### src/lcd_ctl_params.svh
`ifndef LCD_CTL_PARAMS_SVH
`define LCD_CTL_PARAMS_SVH
// Notes on behaviour
// - fast clock base: fc over 2^17/16/15/13
// - frame rate: base, 4/3 base, 2x base
// - fast divisions in single or tap-clear dual, system clock select clear
// - slow clock base: fs over 2^9/2^8
// - reset: supply switch off, panel dark
// - enable bit one turns supply switch on
// - clearing enable keeps supply switch on
// - stop mode turns supply switch off
// - leaving stop restores prior drive state
// - reset: outputs low, shared pins released

// register byte offsets
`define LCD_OFS_CTRL 8'h00
`define LCD_OFS_MODE 8'h04
`define LCD_OFS_STAT 8'h08
// display control fields
`define LCD_EN_BIT 7
`define LCD_SLF_LSB 0
`define LCD_DUTY_LSB 4
// clock mode fields
`define LCD_DUAL_BIT 0
`define LCD_TAPSEL_BIT 1
`define LCD_SYSTEM_CLOCK_SELECT_BIT 2
// reset values
`define LCD_CTRL_RST 8'h00
`define LCD_MODE_RST 8'h00
// prescaler taps for the phase tick, base divisor over four
`define LCD_TAP_HI_00 5'd15
`define LCD_TAP_HI_01 5'd14
`define LCD_TAP_HI_10 5'd13
`define LCD_TAP_HI_11 5'd11
`define LCD_TAP_LO_00 5'd7
`define LCD_TAP_LO_01 5'd6
`endif

### src/lcd_ctl_pkg.sv
package lcd_ctl_pkg;
    // drive duty codes held in the control register
    typedef enum logic [1:0] {
        duty_quarter = 2'h0,
        duty_third = 2'h1,
        duty_half = 2'h2,
        duty_static = 2'h3
    } duty_e;
    typedef logic [7:0] reg_byte_t; // one stored register
endpackage : lcd_ctl_pkg

### src/lcd_frame_and_power_control.sv
`timescale 1ns/1ps
`default_nettype none
`include "lcd_ctl_params.svh"
module lcd_frame_and_power_control
    import lcd_ctl_pkg::*;
#(
    parameter int FAST_W = 17, // fast prescaler width
    parameter int SLOW_W = 9 // slow prescaler width
) (
    input wire logic core_clk_in, // fast clock, fc
    input wire logic arst_n_in, // async reset, low active
    input wire logic slow_clk_in, // low-frequency clock pin, fs
    input wire logic stop_mode_in, // core is in stop mode
    input wire logic wb_cyc_in, // wishbone cycle
    input wire logic wb_stb_in, // wishbone strobe
    input wire logic wb_we_in, // wishbone write
    input wire logic [7:0] wb_adr_in, // byte address
    input wire logic [3:0] wb_sel_in, // byte enables
    input wire logic [31:0] wb_dat_in, // write data
    output logic [31:0] wb_dat_out, // read data
    output logic wb_ack_out, // wishbone acknowledge
    output logic supply_switch_out, // drive supply pin switch on
    output logic [3:0] common_output_out, // active common, one-hot
    output logic shared_seg_oe_out, // shared segment pins driven
    output logic frame_tick_out // one pulse per frame
);

////////////////////////////////////////////////////////////////////////
// registers and bus slave

reg_byte_t ctrl_ff; // display control register
reg_byte_t mode_ff; // clock mode register
logic latched_ff; // supply switch enabled since reset
logic ack_ff; // acknowledge
logic [31:0] rd_ff; // read data
reg_byte_t stat_w; // live status byte

wire req_w = wb_cyc_in && wb_stb_in && !ack_ff; // new request
wire wr_w = req_w && wb_we_in && wb_sel_in[0]; // low lane write
wire hit_ctrl_w = (wb_adr_in == `LCD_OFS_CTRL);
wire hit_mode_w = (wb_adr_in == `LCD_OFS_MODE);
wire hit_stat_w = (wb_adr_in == `LCD_OFS_STAT);
wire en_bit_w = ctrl_ff[`LCD_EN_BIT]; // display enable bit
wire [1:0] slf_w = ctrl_ff[`LCD_SLF_LSB +: 2]; // base freq select
wire duty_e duty_w = duty_e'(ctrl_ff[`LCD_DUTY_LSB +: 2]);
wire dual_w = mode_ff[`LCD_DUAL_BIT]; // dual clock mode
wire tapsel_w = mode_ff[`LCD_TAPSEL_BIT]; // divider tap select
wire system_clock_select_w = mode_ff[`LCD_SYSTEM_CLOCK_SELECT_BIT]; // system clock select
// slow source when tap select in dual mode or system clock is slow
wire src_low_w = (dual_w && tapsel_w) || system_clock_select_w;
// a write of one to the enable bit latches the switch on
wire en_wr_w = wr_w && hit_ctrl_w && wb_dat_in[`LCD_EN_BIT];
wire nxt_latched = latched_ff || en_wr_w;
wire [31:0] nxt_rd = hit_ctrl_w ? {24'h0, ctrl_ff} :
                     hit_mode_w ? {24'h0, mode_ff} :
                     hit_stat_w ? {24'h0, stat_w} : 32'h0;

// register writes and the switch latch; only reset clears the latch
always_ff @(posedge core_clk_in or negedge arst_n_in) begin
    if (!arst_n_in) begin
        ctrl_ff <= `LCD_CTRL_RST;
        mode_ff <= `LCD_MODE_RST;
        latched_ff <= 1'b0;
    end else begin
        if (wr_w && hit_ctrl_w) begin
            ctrl_ff <= wb_dat_in[7:0];
        end
        if (wr_w && hit_mode_w) begin
            mode_ff <= {5'h0, wb_dat_in[2:0]};
        end
        latched_ff <= nxt_latched;
    end
end

// one-wait answer; unmapped reads give zero, writes are dropped
always_ff @(posedge core_clk_in or negedge arst_n_in) begin
    if (!arst_n_in) begin
        ack_ff <= 1'b0;
        rd_ff <= 32'h0;
    end else begin
        ack_ff <= req_w;
        if (req_w) begin
            rd_ff <= nxt_rd;
        end
    end
end

////////////////////////////////////////////////////////////////////////
// slow clock synchroniser

logic s1_ff, s2_ff, s3_ff; // three-stage capture
logic slow_lvl_ff; // accepted level

wire agree_w = (s2_ff == s3_ff); // stages two and three agree
wire slow_rise_w = agree_w && s2_ff && !slow_lvl_ff; // rising edge

// first stage feeds only the second
always_ff @(posedge core_clk_in or negedge arst_n_in) begin
    if (!arst_n_in) begin
        s1_ff <= 1'b0;
        s2_ff <= 1'b0;
        s3_ff <= 1'b0;
        slow_lvl_ff <= 1'b0;
    end else begin
        s1_ff <= slow_clk_in;
        s2_ff <= s1_ff;
        s3_ff <= s2_ff;
        if (agree_w) begin
            slow_lvl_ff <= s2_ff;
        end
    end
end

////////////////////////////////////////////////////////////////////////
// prescalers and tap selection

// low bits mask below a tap
function automatic logic [16:0] tap_mask(input logic [4:0] tap);
    tap_mask = 17'((18'h1 << tap) - 18'h1);
endfunction : tap_mask

logic [FAST_W-1:0] fast_cnt_ff; // free fast prescaler
logic [SLOW_W-1:0] slow_cnt_ff; // free slow prescaler

// fast tap per select code
wire [4:0] tap_hi_w = (slf_w == 2'h0) ? `LCD_TAP_HI_00 :
                      (slf_w == 2'h1) ? `LCD_TAP_HI_01 :
                      (slf_w == 2'h2) ? `LCD_TAP_HI_10 :
                      `LCD_TAP_HI_11;
// slow tap; codes above one fall back to the shorter division
wire [4:0] tap_lo_w = (slf_w == 2'h0) ? `LCD_TAP_LO_00 :
                      `LCD_TAP_LO_01;
wire [16:0] m_hi_w = tap_mask(tap_hi_w);
wire [16:0] m_lo_w = tap_mask(tap_lo_w);
wire [16:0] fast_x_w = 17'(fast_cnt_ff);
wire [16:0] slow_x_w = 17'(slow_cnt_ff);
wire fast_tk_w = ((fast_x_w & m_hi_w) == m_hi_w);
wire slow_tk_w = slow_rise_w && ((slow_x_w & m_lo_w) == m_lo_w);
// phase tick at four times the base frequency
wire phase_tk_w = !stop_mode_in &&
                  (src_low_w ? slow_tk_w : fast_tk_w);

// prescalers run freely, held still in stop mode
always_ff @(posedge core_clk_in or negedge arst_n_in) begin
    if (!arst_n_in) begin
        fast_cnt_ff <= '0;
        slow_cnt_ff <= '0;
    end else if (!stop_mode_in) begin
        fast_cnt_ff <= fast_cnt_ff + 1'b1;
        if (slow_rise_w) begin
            slow_cnt_ff <= slow_cnt_ff + 1'b1;
        end
    end
end

////////////////////////////////////////////////////////////////////////
// common phase sequencer and outputs

logic [1:0] phase_ff; // current common phase
logic supply_ff; // supply switch output
logic [3:0] com_ff; // common output register
logic shared_oe_ff; // shared pin enable
logic frame_ff; // frame pulse

// last phase: four for quarter and static, three, two
wire [1:0] last_w = (duty_w == duty_third) ? 2'h2 :
                    (duty_w == duty_half) ? 2'h1 : 2'h3;
wire run_w = latched_ff && !stop_mode_in; // driver operating
wire wrap_w = run_w && phase_tk_w && (phase_ff == last_w);
wire [1:0] nxt_phase = !run_w ? phase_ff :
                       !phase_tk_w ? phase_ff :
                       (phase_ff == last_w) ? 2'h0 :
                       2'(phase_ff + 2'h1);
// static drive keeps common zero selected
wire [1:0] sel_w = (duty_w == duty_static) ? 2'h0 : nxt_phase;
wire [3:0] nxt_com = (run_w && en_bit_w) ? 4'(4'h1 << sel_w) : 4'h0;
// stop forces the switch off; the latch brings it back afterwards
wire nxt_supply = nxt_latched && !stop_mode_in;

assign stat_w = {3'h0, stop_mode_in, phase_ff, src_low_w, supply_ff};

// phase and pin registers; all dark and low during reset
always_ff @(posedge core_clk_in or negedge arst_n_in) begin
    if (!arst_n_in) begin
        phase_ff <= 2'h0;
        supply_ff <= 1'b0;
        com_ff <= 4'h0;
        shared_oe_ff <= 1'b0;
        frame_ff <= 1'b0;
    end else begin
        phase_ff <= nxt_phase;
        supply_ff <= nxt_supply;
        com_ff <= nxt_com;
        shared_oe_ff <= 1'b1;
        frame_ff <= wrap_w;
    end
end

assign wb_dat_out = rd_ff;
assign wb_ack_out = ack_ff;
assign supply_switch_out = supply_ff;
assign common_output_out = com_ff;
assign shared_seg_oe_out = shared_oe_ff;
assign frame_tick_out = frame_ff;

////////////////////////////////////////////////////////////////////////
// checks

logic [15:0] gap_ff; // cycles since last phase tick
logic [2:0] cfg_ff; // source and select at last tick
logic seen_ff; // gap is valid

wire [2:0] cfg_w = {src_low_w, slf_w};

// measures spacing of phase ticks under a stable setting
always_ff @(posedge core_clk_in or negedge arst_n_in) begin
    if (!arst_n_in) begin
        gap_ff <= 16'h0;
        cfg_ff <= 3'h0;
        seen_ff <= 1'b0;
    end else begin
        gap_ff <= phase_tk_w ? 16'h0 : 16'(gap_ff + 16'h1);
        cfg_ff <= phase_tk_w ? cfg_w : cfg_ff;
        seen_ff <= phase_tk_w ? 1'b1 :
                   (stop_mode_in || cfg_w != cfg_ff) ? 1'b0 : seen_ff;
    end
end
endmodule : lcd_frame_and_power_control
`default_nettype wire

### config.mk
export PLATFORM = sky130hd
export DESIGN_NAME = lcd_frame_and_power_control
export DESIGN_NICKNAME = d
export VERILOG_FILES = /design/src/lcd_ctl_pkg.sv /design/src/lcd_frame_and_power_control.sv
export VERILOG_INCLUDE_DIRS = /design/src
export SDC_FILE = /design/constraint.sdc
export NUM_CORES = 1
export LEC_CHECK = 0
export BUFFER_PORTS_ARGS = -buffer_cell sky130_fd_sc_hd__buf_2
export CORE_ASPECT_RATIO = 1.2
export CORE_MARGIN = 8
export CORE_UTILIZATION = 45
export CTS_BUF_LIST = sky130_fd_sc_hd__clkbuf_8 sky130_fd_sc_hd__clkbuf_16
export CTS_CLUSTER_DIAMETER = 30
export CTS_CLUSTER_SIZE = 10
export DETAILED_ROUTE_END_ITERATION = 10
export PLACE_DENSITY = 0.73
export RECOVER_POWER = 50
export SYNTH_ARGS = -nofsm -noshare
export SYNTH_HDL_FRONTEND = slang
export SYNTH_SLANG_ARGS = --single-unit
### constraint.sdc
create_clock -name core_clk_in -period 2.4 [get_ports core_clk_in]
set_input_delay 0.12 -clock core_clk_in [delete_from_list [all_inputs] [get_ports core_clk_in]]
set_output_delay 0.12 -clock core_clk_in [all_outputs]
set_load 0.01 [all_outputs]
==> flow_metrics.env <==
export IMPL_power_frac_comb_pct=12.9
export IMPL_synth_seq_cells=56
export IMPL_clockBufferDepth=2
export IMPL_grt_pass1_wl_um=8290
export IMPL_path_clk_slew_ns=0.09
export IMPL_ir_worst_vdd_mv=0.436
export IMPL_wl_per_cell_um=13.1
export IMPL_p_int_mw=1.35
export IMPL_finalPower_mw=1.84
export IMPL_maxSlewHeadroom_pct=11.0
export IMPL_async_flop_share_pct=100
export IMPL_hold_violations=0
export IMPL_clock_skew_ns=0.00715
export IMPL_rr_startpoint="wb_ack_out"
export IMPL_met2_usage_pct=20.0
export IMPL_reg2reg_depth=5
export IMPL_layout_common_cells="dfrtp_1 (56), nand2_1 (27), conb_1 (25), buf_2 (23), clkbuf_1 (16)"
export IMPL_ys_flop_type="dfrtp_1"
export IMPL_p_switching_uw=490
export IMPL_antenna_found_initial=0
export IMPL_hold_ws_ns=0.0365
export IMPL_place_congestion=0.795
export IMPL_r2r_setup_slack_ns=0.49
export IMPL_grt_max_degree=57
export IMPL_required_ns=2.60
export IMPL_root_buffer="clkbuf_8"
export IMPL_via_per_inst=4.95
export IMPL_core_area_um2=5970
export IMPL_min_period_ns=1.91
export IMPL_synth_cells=252
export IMPL_placed_area_um2=2920
export IMPL_grt_pass1_vias=1840
export IMPL_power_frac_clock_pct=25.9
export IMPL_drt_pre_antenna_iters=4
export IMPL_drive_gt1_share_pct=18.2
export IMPL_worstSetupPathType="reg -> reg"
export IMPL_finalInstanceArea_um2=3000
export IMPL_fin_setup_tns_ns=0
export IMPL_io_pins=91
export IMPL_diodes=0
export IMPL_dp_hpwl_um=3650
export IMPL_end_kind="flop"
export IMPL_area_delta_synth_final_pct=9.35
export IMPL_synth_warnings=0
export IMPL_seqCellArea_um2=1400
export IMPL_status="finished, final reports clean"
export IMPL_drt_iter0_markers=49
export IMPL_drv_slew=0
export IMPL_die_y_um=102
export IMPL_rr_endpoint="mode_ff[2]"
export IMPL_hold_class="in -> reg"
export IMPL_die_area_um2=8860
export IMPL_htree_levels=2
export IMPL_grt_setup_unrepaired="false"
export IMPL_cts_tree="yes"
export IMPL_syn_area_um2=2740
export IMPL_swShare_pct=26.7
export IMPL_initial_core_util_pct=45.9
export IMPL_critPathLaunch="wb_ack_out"
export IMPL_critical_path_endpoint="mode_ff[2]"
export IMPL_p_per_area_nw_per_um2=613
export IMPL_setup_viol=0
export IMPL_syn_mean_instance_area_um2=10.9
export IMPL_busiest_layer="met2"
export IMPL_cts_setup_buffers=0
export IMPL_fin_nets=346
export IMPL_fmax_ghz=0.523
export IMPL_met3_usage_pct=3.41
export IMPL_seq_power_share_pct=61.2
export IMPL_worstMarginPinSlew_ns=1.34
export IMPL_drt_total_wl_um=4910
export IMPL_ys_seq_area_share_pct=51.1
export IMPL_p_leak_nw=1.41
export IMPL_grtUsageTotal_pct=11.8
export IMPL_crit_arrival_ns=2.11
export IMPL_ant_nets=0
export IMPL_cts_made_buffers=5
export IMPL_mostFrequentLayoutCell="dfrtp_1"
export IMPL_multiInputGateArea_um2=1210
export IMPL_path_max_fanout=11
export IMPL_synth_edf_count=0
export IMPL_clk_latency_ns=0.31
export IMPL_port_buffers=39
export IMPL_cp_start_kind="flop"
export IMPL_hold_buffers=2
export IMPL_min_period_over_period_pct=79.7
export IMPL_synth_distinct_cells=45
export IMPL_die_w_um=87.3
export IMPL_nFillCells=569
export IMPL_met1_usage_pct=13.8
export IMPL_vias=1851
export IMPL_cts_repair_resized=0
export IMPL_num_rows=31
export IMPL_maxCapViolations=0
export IMPL_route_detailed_drc=0
export IMPL_cts_sinks=56
export IMPL_globalRouteOverflowTotal=0
## critical path, stage by stage (launching register included)
cell and delay [ns]:
dfrtp_1 0.38, or2_2 0.40, inv_1 0.20, and3_1 0.27, nand4_1 0.21, mux2_2 0.34
## per-stage QoR
step	instances	utilization [%]	worst slack, ns
floorplan	275	-	0.749
global placement	365	49.0	0.519
detailed placement	365	49.0	0.490
CTS	374	50.6	0.471
global route	374	50.2	0.364
finish	374	50.2	0.486
## power groups by stage
stage	logic (mW)	clock network (mW)	registers (mW)
2_1_floorplan	0.198	0	1.12
3_3_place_gp	0.230	0	1.14
3_5_place_dp	0.238	0	1.14
4_1_cts	0.243	0.500	1.13
5_1_grt	0.282	0.533	1.14
6_report	0.238	0.476	1.13
## state kept, by name (all words and copies together) (netlist names), 2 cells and up
signal and cells:
fast_cnt_ff 15, phase_ff 2, common_output_out 4, mode_ff 3, slow_cnt_ff 7, wb_dat_out 8, ctrl_ff 8
## final cells by class
type / count / share of cell area, %
flip-flops and latches: 56 / 46.7
well taps: 82 / 3.42
clock inverters: 2 / 0.292
multi-input cells: 184 / 40.2
repair buffers: 42 / 6.68
inverters: 3 / 0.375
clock buffers: 5 / 2.29
## cells in the mapped netlist (2+ instances only)
cell      count  area [um2]
a21oi_1       8        40.0
and3_1        2        12.5
buf_4        24         180
clkbuf_1      8        30.0
conb_1        2        7.51
dfrtp_1      56        1400
ha_1          3        37.5
inv_1         3        11.3
mux2_2       15         169
mux2i_1       7        70.1
nand2_1      27         101
nand2b_1      3        18.8
nand3_1       7        35.0
nand4_1       7        43.8
nor2_1       14        52.6
nor2b_1       5        31.3
nor3_1        5        25.0
o211ai_1      2        15.0
o21ai_0       6        30.0
o31ai_1       3        22.5
o41ai_1       2        17.5
xnor2_1      15         131
xor2_1        6        52.6
## worst min path at each step
| stage | cells past startpoint | slack (ns) | startpoint | to |
|---|---|---|---|---|
| after floorplan | 0 | -0.18 | arst_n_in | common_output_out[0] |
| final | 2 | 0.04 | wb_dat_in[5] | ctrl_ff[5] |
| after global placement | 1 | 0.23 | slow_clk_in | s1_ff |
| after CTS | 2 | 0.02 | wb_dat_in[5] | ctrl_ff[5] |
| after global routing | 2 | 0.04 | wb_dat_in[3] | ctrl_ff[3] |
| after detailed placement | 1 | 0.23 | slow_clk_in | s1_ff |
## cell families after synthesis
| logic type | count (synthesis) | synth area share, % |
|---|---|---|
| compound gates | 31 | 8.30 |
| xor+xnor | 21 | 6.71 |
| fa+ha+maj | 3 | 1.37 |
| buf+inv | 35 | 8.07 |
| flops | 56 | 51.1 |
| mux | 22 | 8.71 |
| other cells | 2 | 0.274 |
| simple gates | 82 | 15.5 |
## layer usage
layer	wire length [um]	vias to the layer above
met5	0	-
met4	64	0
met3	411	6
met2	2320	47
met1	2110	900
li1	-	898
(Power assumes the default switching activity.)
